### config.mk
export PLATFORM = sky130hd
export DESIGN_NAME = sic_irq_ctrl
export DESIGN_NICKNAME = d
export VERILOG_FILES = /design/src/rtl/sic_pkg.sv /design/src/rtl/sic_flag_if.sv /design/src/rtl/sic_irq_ctrl.sv /design/src/rtl/sic_flag_bank.sv
export VERILOG_INCLUDE_DIRS = /design/src /design/src/rtl
export SDC_FILE = /design/constraint.sdc
export NUM_CORES = 1
export LEC_CHECK = 0
export ABC_AREA = 1
export ABC_CLOCK_PERIOD_IN_PS = 1100
export BUFFER_PORTS_ARGS = -buffer_cell sky130_fd_sc_hd__buf_2
export CORE_MARGIN = 2
export CORE_UTILIZATION = 40
export DETAILED_ROUTE_END_ITERATION = 16
export PLACE_DENSITY = 0.81
export SLEW_MARGIN = 20
export SYNTH_ARGS = -nofsm -noshare
export SYNTH_HDL_FRONTEND = slang
export SYNTH_SLANG_ARGS = --single-unit
### constraint.sdc
create_clock -name ref_clk -period 1.1 [get_ports ref_clk]
set_input_delay 0.055 -clock ref_clk [delete_from_list [all_inputs] [get_ports ref_clk]]
set_output_delay 0.055 -clock ref_clk [all_outputs]
set_load 0.1 [all_outputs]
### src/rtl/sic_defs.svh
/*
  Offsets, field positions, reset values and counts of the clock controller
  interrupt-enable block.
  Assumes inclusion by bare name from the package and the design modules.
*/
`ifndef SIC_DEFS_SVH
`define SIC_DEFS_SVH

// ----------------------------------------------------------------------
// Register map
// ----------------------------------------------------------------------
`define SIC_ADDR_W 12
`define SIC_OFS_IE_CLEAR 12'h000
`define SIC_OFS_IE_SET 12'h004
`define SIC_OFS_IRQ_FLAGS 12'h008
`define SIC_RST_IE 32'h00000000
`define SIC_RST_FLAGS 12'h000

// ----------------------------------------------------------------------
// Source bit positions
// ----------------------------------------------------------------------
`define SIC_NUM_SRC 12
`define SIC_BIT_CRYSTAL_OSC_READY 0
`define SIC_BIT_CRYSTAL_32KHZ_READY 1
`define SIC_BIT_INTERNAL_32KHZ_OSC_READY 2
`define SIC_BIT_INTERNAL_8MHZ_OSC_READY 3
`define SIC_BIT_FREQ_LOOP_READY 4
`define SIC_BIT_FREQ_LOOP_OUT_OF_BOUNDS 5
`define SIC_BIT_FREQ_LOOP_FINE_LOCK 6
`define SIC_BIT_FREQ_LOOP_COARSE_LOCK 7
`define SIC_BIT_FREQ_LOOP_REF_STOPPED 8
`define SIC_BIT_BROWNOUT_READY 9
`define SIC_BIT_BROWNOUT_DETECT 10
`define SIC_BIT_BROWNOUT_SYNC_READY 11

`endif

### src/rtl/sic_pkg.sv
/*
  Types shared by the interrupt-enable block.
  Assumes the constants header is on the include path.
*/
`include "sic_defs.svh"

package sic_pkg;
  typedef logic [`SIC_NUM_SRC-1:0] sic_src_type;
  typedef logic [31:0] sic_word_type;
  typedef logic [3:0] sic_strb_type;
  typedef logic [`SIC_ADDR_W-1:0] sic_addr_type;
endpackage

### src/rtl/sic_flag_if.sv
/*
  Carrier between the bus front end and the sticky flag bank.
  Assumes both ends run on the same clock.
*/
`timescale 1ns/100ps

interface sic_flag_if #(
  parameter int N = 12
);
  logic [N-1:0] evt;
  logic [N-1:0] clr;
  logic [N-1:0] flags;
  modport bank (input evt, input clr, output flags);
  modport ctrl (output evt, output clr, input flags);
endinterface

### src/rtl/sic_irq_ctrl.sv
/*
  Interrupt-enable registers of the clock and supply controller, an APB
  slave with byte strobes, sticky source flags and one interrupt line.
  Assumes an APB4 master on ref_clk and source events synchronous to it.
*/
// Chosen here: the APB register port.
`timescale 1ns/100ps
`include "sic_defs.svh"

// Notes on behaviour
// Accept 8, 16 and 32 bit accesses
// Each byte lane addressable for read/write
// Unsynchronized registers answer with no wait
// Guarded writes leave the enables unchanged
// Enable clear at 0x00, resets to zero
// Zero written to clear leaves enable alone
// One written to clear disables the source
// Enable reads back; enabled flag raises request
// Bits 0-3 oscillator ready enables
// Bits 4-8 frequency loop enables
// Bits 9-11 brownout detector enables
// Set register at 0x04 sets enables
// Bits 12-31 read zero, ignore writes
// Request is OR of flag AND enable
module sic_irq_ctrl #(
  parameter int NUM_SRC = `SIC_NUM_SRC
) (
  input wire logic ref_clk,
  input wire logic arst_n,
  input wire logic psel,
  input wire logic penable,
  input wire logic pwrite,
  input wire sic_pkg::sic_addr_type paddr,
  input wire sic_pkg::sic_word_type pwdata,
  input wire sic_pkg::sic_strb_type pstrb,
  output sic_pkg::sic_word_type prdata,
  output logic pready,
  output logic pslverr,
  input wire logic peripheral_write_guard,
  input wire sic_pkg::sic_src_type src_event,
  output sic_pkg::sic_src_type irq_enable,
  output logic irq
);
  import sic_pkg::*;

  sic_flag_if #(.N(NUM_SRC)) fl ();

  logic pready_q;
  logic pslverr_q;
  sic_word_type prdata_q;
  sic_src_type en_q;
  sic_src_type en_d;
  sic_src_type en_out_q;
  logic irq_q;
  logic setup;
  logic access;
  logic hit_clr;
  logic hit_set;
  logic hit_flags;
  logic hit_any;
  sic_word_type lane_mask;
  sic_word_type wbits;
  sic_src_type wmask;
  logic wr_clr;
  logic wr_set;
  logic wr_flags;
  logic guarded;
  logic irq_next;

  // ----------------------------------------------------------------------
  // Bus decode
  // ----------------------------------------------------------------------
  assign setup = psel && !penable;
  assign access = psel && penable && pready_q;
  assign hit_clr = (paddr == `SIC_OFS_IE_CLEAR);
  assign hit_set = (paddr == `SIC_OFS_IE_SET);
  assign hit_flags = (paddr == `SIC_OFS_IRQ_FLAGS);
  assign hit_any = hit_clr || hit_set || hit_flags;
  // Protection covers the enable pair only; flags stay clearable
  assign guarded = peripheral_write_guard && (hit_clr || hit_set);

  // Unstrobed lanes count as zeros, which is a no-op for these registers
  always_comb begin
    for (int b = 0; b < 4; b++) begin
      lane_mask[b*8 +: 8] = {8{pstrb[b]}};
    end
  end

  assign wbits = pwdata & lane_mask;
  assign wmask = wbits[NUM_SRC-1:0];
  assign wr_clr = access && pwrite && hit_clr && !peripheral_write_guard;
  assign wr_set = access && pwrite && hit_set && !peripheral_write_guard;
  assign wr_flags = access && pwrite && hit_flags;

  // ----------------------------------------------------------------------
  // Bus answer
  // ----------------------------------------------------------------------
  // No register here needs a domain crossing, so every access ends after
  // exactly one access cycle
  always_ff @(posedge ref_clk or negedge arst_n) begin
    if (!arst_n) begin
      pready_q <= 1'b0;
    end else begin
      pready_q <= setup;
    end
  end

  always_ff @(posedge ref_clk or negedge arst_n) begin
    if (!arst_n) begin
      pslverr_q <= 1'b0;
    end else if (setup) begin
      pslverr_q <= !hit_any || (pwrite && guarded);
    end else begin
      pslverr_q <= 1'b0;
    end
  end

  always_ff @(posedge ref_clk or negedge arst_n) begin
    if (!arst_n) begin
      prdata_q <= 32'h00000000;
    end else if (setup && !pwrite) begin
      // Whole word returned; the master picks the lanes it asked for
      prdata_q <= 32'h00000000;
      if (hit_clr || hit_set) begin
        prdata_q[NUM_SRC-1:0] <= en_q;
      end else if (hit_flags) begin
        prdata_q[NUM_SRC-1:0] <= fl.flags;
      end
    end else if (!psel) begin
      prdata_q <= 32'h00000000;
    end
  end

  // ----------------------------------------------------------------------
  // Enable state
  // ----------------------------------------------------------------------
  // Source order: oscillators at 0-3, loop at 4-8, brownout at 9-11
  always_comb begin
    en_d = en_q;
    if (wr_clr) begin
      en_d = en_q & ~wmask;
    end
    if (wr_set) begin
      en_d = en_q | wmask;
    end
  end

  always_ff @(posedge ref_clk or negedge arst_n) begin
    if (!arst_n) begin
      en_q <= NUM_SRC'(`SIC_RST_IE);
    end else begin
      en_q <= en_d;
    end
  end

  always_ff @(posedge ref_clk or negedge arst_n) begin
    if (!arst_n) begin
      en_out_q <= NUM_SRC'(`SIC_RST_IE);
    end else begin
      en_out_q <= en_d;
    end
  end

  // ----------------------------------------------------------------------
  // Flags and request
  // ----------------------------------------------------------------------
  assign fl.evt = src_event;
  assign fl.clr = wr_flags ? wmask : '0;

  sic_flag_bank #(.N(NUM_SRC)) u_flags (
    .ref_clk(ref_clk),
    .arst_n(arst_n),
    .fl(fl)
  );

  // Registered, so the line trails the flag or enable by one cycle
  assign irq_next = |(fl.flags & en_q);

  always_ff @(posedge ref_clk or negedge arst_n) begin
    if (!arst_n) begin
      irq_q <= 1'b0;
    end else begin
      irq_q <= irq_next;
    end
  end

  assign prdata = prdata_q;
  assign pready = pready_q;
  assign pslverr = pslverr_q;
  assign irq_enable = en_out_q;
  assign irq = irq_q;

  // ----------------------------------------------------------------------
  // Checks
  // ----------------------------------------------------------------------
  AST_NO_WAIT: assert property (@(posedge ref_clk) disable iff (!arst_n)
    setup |=> (pready_q && psel && penable) or (!psel))
    else $error("Access phase not answered at once");

  AST_GUARD_HOLDS: assert property (@(posedge ref_clk) disable iff (!arst_n)
    (access && pwrite && (hit_clr || hit_set) && peripheral_write_guard) |=> (en_q == $past(en_q)))
    else $error("Guarded write changed enables");

  AST_CLEAR_ONES: assert property (@(posedge ref_clk) disable iff (!arst_n)
    wr_clr |=> ((en_q & $past(wmask)) == '0))
    else $error("Clear write left an enable set");

  AST_CLEAR_ZEROS: assert property (@(posedge ref_clk) disable iff (!arst_n)
    wr_clr |=> ((en_q & ~$past(wmask)) == ($past(en_q) & ~$past(wmask))))
    else $error("Zero in clear write changed an enable");

  AST_SET_ONES: assert property (@(posedge ref_clk) disable iff (!arst_n)
    wr_set |=> ((en_q & $past(wmask)) == $past(wmask) && (en_q & ~$past(wmask)) == ($past(en_q) & ~$past(wmask))))
    else $error("Set write did not set exactly its ones");

  AST_LANE_ISOLATION: assert property (@(posedge ref_clk) disable iff (!arst_n)
    ((wr_clr || wr_set) && pstrb == 4'h1) |=> (en_q[NUM_SRC-1:8] == $past(en_q[NUM_SRC-1:8])))
    else $error("Byte write touched an unstrobed lane");

  AST_READBACK: assert property (@(posedge ref_clk) disable iff (!arst_n)
    (access && !pwrite && (hit_clr || hit_set)) |-> (prdata_q[NUM_SRC-1:0] == en_q))
    else $error("Enable read returned wrong value");

  AST_RESERVED_ZERO: assert property (@(posedge ref_clk) disable iff (!arst_n)
    (access && !pwrite) |-> (prdata_q[31:NUM_SRC] == '0))
    else $error("Reserved bits read nonzero");

  AST_IRQ_COMBINE: assert property (@(posedge ref_clk) disable iff (!arst_n)
    ##1 (irq_q == $past(irq_next)))
    else $error("Interrupt line disagrees with flags and enables");

  AST_UNMAPPED_ERR: assert property (@(posedge ref_clk) disable iff (!arst_n)
    (setup && !hit_any) |=> (pslverr_q && pready_q))
    else $error("Unmapped access not flagged");

  // ----------------------------------------------------------------------
  // Bus timing checks
  // ----------------------------------------------------------------------
  AST_READY_ONE_CYCLE: assert property (@(posedge ref_clk) disable iff (!arst_n)
    pready_q |=> !pready_q)
    else $error("Ready held past one access cycle");

  AST_READY_AFTER_SETUP: assert property (@(posedge ref_clk) disable iff (!arst_n)
    pready_q |-> $past(setup))
    else $error("Ready without a setup cycle");

  AST_ERR_WITH_READY: assert property (@(posedge ref_clk) disable iff (!arst_n)
    pslverr_q |-> pready_q)
    else $error("Error response without ready");

  AST_IDLE_DATA_ZERO: assert property (@(posedge ref_clk) disable iff (!arst_n)
    !psel |=> (prdata_q == '0))
    else $error("Read data not cleared while idle");

  AST_GUARD_ERR: assert property (@(posedge ref_clk) disable iff (!arst_n)
    (setup && pwrite && guarded) |=> pslverr_q)
    else $error("Guarded write not flagged");

  AST_OPEN_WRITE_NO_ERR: assert property (@(posedge ref_clk) disable iff (!arst_n)
    (setup && pwrite && hit_any && !guarded) |=> !pslverr_q)
    else $error("Unguarded mapped write flagged");

  AST_FLAG_WRITE_FREE: assert property (@(posedge ref_clk) disable iff (!arst_n)
    (access && pwrite && hit_flags) |-> !pslverr_q)
    else $error("Flag write refused");

  // ----------------------------------------------------------------------
  // Enable and request checks
  // ----------------------------------------------------------------------
  AST_HOLD_NO_WRITE: assert property (@(posedge ref_clk) disable iff (!arst_n)
    !(wr_clr || wr_set) |=> (en_q == $past(en_q)))
    else $error("Enables changed without a write");

  AST_READ_NO_EFFECT: assert property (@(posedge ref_clk) disable iff (!arst_n)
    (access && !pwrite) |=> (en_q == $past(en_q)))
    else $error("Read changed enables");

  AST_OTHER_WRITE_NO_EFFECT: assert property (@(posedge ref_clk) disable iff (!arst_n)
    (access && pwrite && !(hit_clr || hit_set)) |=> (en_q == $past(en_q)))
    else $error("Write elsewhere changed enables");

  AST_UPPER_LANES_IGNORED: assert property (@(posedge ref_clk) disable iff (!arst_n)
    ((wr_clr || wr_set) && pstrb[1:0] == 2'b00) |=> (en_q == $past(en_q)))
    else $error("Upper lane write changed enables");

  AST_LANE1_ISOLATION: assert property (@(posedge ref_clk) disable iff (!arst_n)
    ((wr_clr || wr_set) && pstrb == 4'h2) |=> (en_q[7:0] == $past(en_q[7:0])))
    else $error("Lane one write touched lane zero");

  AST_PORT_COPY: assert property (@(posedge ref_clk) disable iff (!arst_n)
    en_out_q == en_q)
    else $error("Enable port differs from enables");

  AST_EVENT_SETS_FLAG: assert property (@(posedge ref_clk) disable iff (!arst_n)
    (src_event != '0) |=> ((fl.flags & $past(src_event)) == $past(src_event)))
    else $error("Source event did not set its flag");

  AST_MASKED_QUIET: assert property (@(posedge ref_clk) disable iff (!arst_n)
    (en_q == '0) |=> !irq_q)
    else $error("Request raised with all sources disabled");

endmodule // sic_irq_ctrl

### src/rtl/sic_flag_bank.sv
/*
  Sticky event flags, one per interrupt source, cleared by a bit mask that may hold several ones.
  Assumes evt and clr are synchronous single-cycle or level inputs.
*/
`timescale 1ns/100ps

module sic_flag_bank #(
  parameter int N = 12
) (
  input wire logic ref_clk,
  input wire logic arst_n,
  sic_flag_if.bank fl
);
  import sic_pkg::*;

  logic [N-1:0] flags_q;
  logic [N-1:0] flags_d;
  logic [N-1:0] collide;

  // ----------------------------------------------------------------------
  // Flags
  // ----------------------------------------------------------------------
  // A new event beats a clear in the same cycle so no edge is lost
  always_comb begin
    flags_d = (flags_q & ~fl.clr) | fl.evt;
  end

  always_ff @(posedge ref_clk or negedge arst_n) begin
    if (!arst_n) begin
      flags_q <= '0;
    end else begin
      flags_q <= flags_d;
    end
  end

  assign fl.flags = flags_q;
  assign collide = fl.evt & fl.clr;

  AST_SET_WINS: assert property (@(posedge ref_clk) disable iff (!arst_n)
    (collide != '0) |=> ((flags_q & $past(collide)) == $past(collide)))
    else $error("Event lost against a simultaneous clear");

endmodule // sic_flag_bank

==> impl_metrics.toml <==
[status]
status = "finished, violations left"
violations = "setup timing"

[sta]
min_period_ps = 1280
setup_violations = 31
rsz0062_at_grt = "yes"
finalHoldViolCount = 0
timing.fmax_ghz = 0.780
min_period_over_period_pct = 117
slew_headroom_pct = 54.4
setup_tns_ps = -2060
worst_slack_ps = -182
clock_skew_ps = 7.24
worst_pin_slew_ps = 681
drv_slew = 0

[logic_synthesis]
yosysUniqueCellTypes = 23
synth_area_um2 = 2300
synth-edff-count = 0
ys_seq_area_share_pct = 42.4
synthFlopType = "dfrtp_1"
ys_ff_latch = 39
syn_inst = 317
synthArstFlopShare_pct = 100
syn_avg_cell_area_um2 = 7.25
yosys_warnings = 0

[placement]
io_buffers = 70
placed_cells = 465
hpwl_mm = 4.53
gp_congestion = 0.854

[cts]
path_clk_slew_ps = 80
clk_path_buf_depth = 2
clock_sinks = 39
tritoncts = "built"
cts_root_buf = "clkbuf_8"
clk-insertion-delay-late_ps = 300
cts_buffers = 5
htree_levels = 2

[cells_and_area]
drive_gt1_share_pct = 34.9
syn2layout_area_growth_pct = 55.0
fill_cells = 455
n_antenna_cell = 0
nNetsFinal = 481
final_cell_count_no_fill = 488

[detailed_routing]
antenna_left = 0
vias_per_cell = 4.83
drtPass1Iterations = 7
route.detailed.drc = 0
totalWireLength_mm = 6.62
detailedRoute.firstIterationViolations = 193
route.detailed.wl_per_inst_um = 13.6
vias = 2356

[global_route]
grt_pass1_wl_mm = 10.8
grt_max_degree = 40
grt-ovfl-total = 0
grt_pass1_vias = 2299
antenna_found_initial = 0
track_usage_pct = 22.2

[power_and_ir_drop]
powerDensity_nw_per_um2 = 937
finalPower_mw = 3.34
vdd_ir_drop_max_v = 0.000566
p_leak_nw = 1.90

[critical_path]
critPathKind = "reg -> reg"
crit_arrival_ps = 1480
crit_path_cell_trace = "nand3_2 -> nand3b_1 -> nor2_4 -> buf_12 -> nand3_1 -> nand2_1 -> inv_1"
end_kind = "flip-flop"
crit_family = "simple AND/OR/NAND/NOR gates"
cpMaxStageDelayCell = "dfrtp_4"
slowest_delay_ps = 440
worst-path-buf-inv = 2
cp_max_fo = 12
worst_setup_path_start_kind = "flip-flop"
cp.required_ps = 1300

[floorplanning]
die_h_um = 79.8
die_w_um = 79.8
initial_core_util_pct = 41.5
die_area_um2 = 6370
rows = 27
boundaryPins = 113
core_area_um2 = 5540

[hold_path]
holdCritPathClass = "in -> reg"

[job]
max-cap-violations = 0
## path summary, 6_finish.rpt
path                                startpoint             endpoint  slack (ps)  cells after the start
setup / recovery                        pready            flip-flop        -180                      7
hold / removal                         penable               pready          20                      2
max in group asynchronous               arst_n            prdata[6]         640                      3
hold reg to reg            u_flags.fl.flags[0]  u_flags.fl.flags[0]         520                      2
min in group asynchronous               arst_n  u_flags.fl.flags[0]         250                      3
setup reg to reg                        pready            flip-flop        -180                      7
## routing by layer
metal	global-route usage (%)	vias to the layer above	routed length, um
li1	-	1128	-
met1	26.2	1078	2620
met2	37.5	129	3260
met3	5.20	21	544
met4	11.2	0	197
met5	0	-	0
## timing repair
item                                    in CTS  in global routing
gates resized for setup                      7                  7
buffers inserted                             1                  1
gates cloned                                 0                  0
endpoints found under the setup margin      31                 33
hold endpoints to repair                    51                  0
hold buffers                                13                  0
pin swaps                                    1                  3
## placed cells by master, fill, tap and decap left out, drive strengths merged
cell type / synthesis / final
buf: 29 / 91
bufinv: 0 / 1
clkbuf: 3 / 6
nor2: 13 / 13
o21ai: 12 / 12
nand2: 123 / 123
inv: 51 / 51
nand3b: 1 / 1
dlygate4sd3: 0 / 13
or2: 1 / 1
conb: 1 / 20
clkinv: 0 / 1
nor3: 1 / 1
a21oi: 1 / 1
nand4: 13 / 13
a221oi: 3 / 3
dfrtp: 39 / 39
nand3: 26 / 26
## logic make-up after synthesis
logic type	after synthesis	synth area share, %
flops	39	42.4
simple gates	178	35.4
other cells	1	0.163
buf+inv	83	18.1
compound gates	16	3.97
## metrics by stage
stage	hold slack (ps)	area (um2)	utilization [%]	worst slack, ps
after global placement	36.7	3230	58.3	-121
after detailed placement	39.0	3230	58.3	-202
after global routing	36.7	3560	64.3	-233
final	23.5	3560	64.3	-182
after floorplan	-241	2430	-	-276
after CTS	1.05	3530	63.6	-155
## worst reg2reg max path, cell delays in order (launching register included)
cell,delay (ps)
dfrtp_4,440
nand3_2,60
nand3b_1,200
nor2_4,130
buf_12,140
nand3_1,90
nand2_1,90
inv_1,40
## Yosys cell counts, types with 2 or more instances
cell | instances | area, um2
buf_2 | 5 | 25.0
buf_4 | 22 | 165
o21ai_1 | 12 | 60.1
nand2_1 | 120 | 450
nand3_1 | 26 | 130
inv_2 | 2 | 7.51
dfrtp_1 | 39 | 976
buf_6 | 2 | 22.5
nor2_4 | 4 | 45.0
nand4_1 | 12 | 75.1
nand2_2 | 2 | 12.5
nor2_1 | 8 | 30.0
clkbuf_1 | 3 | 11.3
inv_1 | 49 | 184
a221oi_1 | 3 | 26.3
## layout make-up
| class | count | area [um2] | share of cell area [%] |
|---|---|---|---|
| clock buffers | 6 | 82.6 | 2.32 |
| clock inverters | 2 | 35.0 | 0.983 |
| inverters | 51 | 191 | 5.37 |
| multi-input cells | 214 | 1020 | 28.7 |
| flip-flops and latches | 39 | 1020 | 28.8 |
| well taps | 72 | 90.1 | 2.53 |
| repair buffers | 104 | 1120 | 31.3 |
## report_power, final
part	internal, mW	switching, mW
Sequential	1.44	0.00454
Combinational	0.143	0.489
Clock	0.734	0.531
Note: power is estimated with default switching activity, not from simulation.
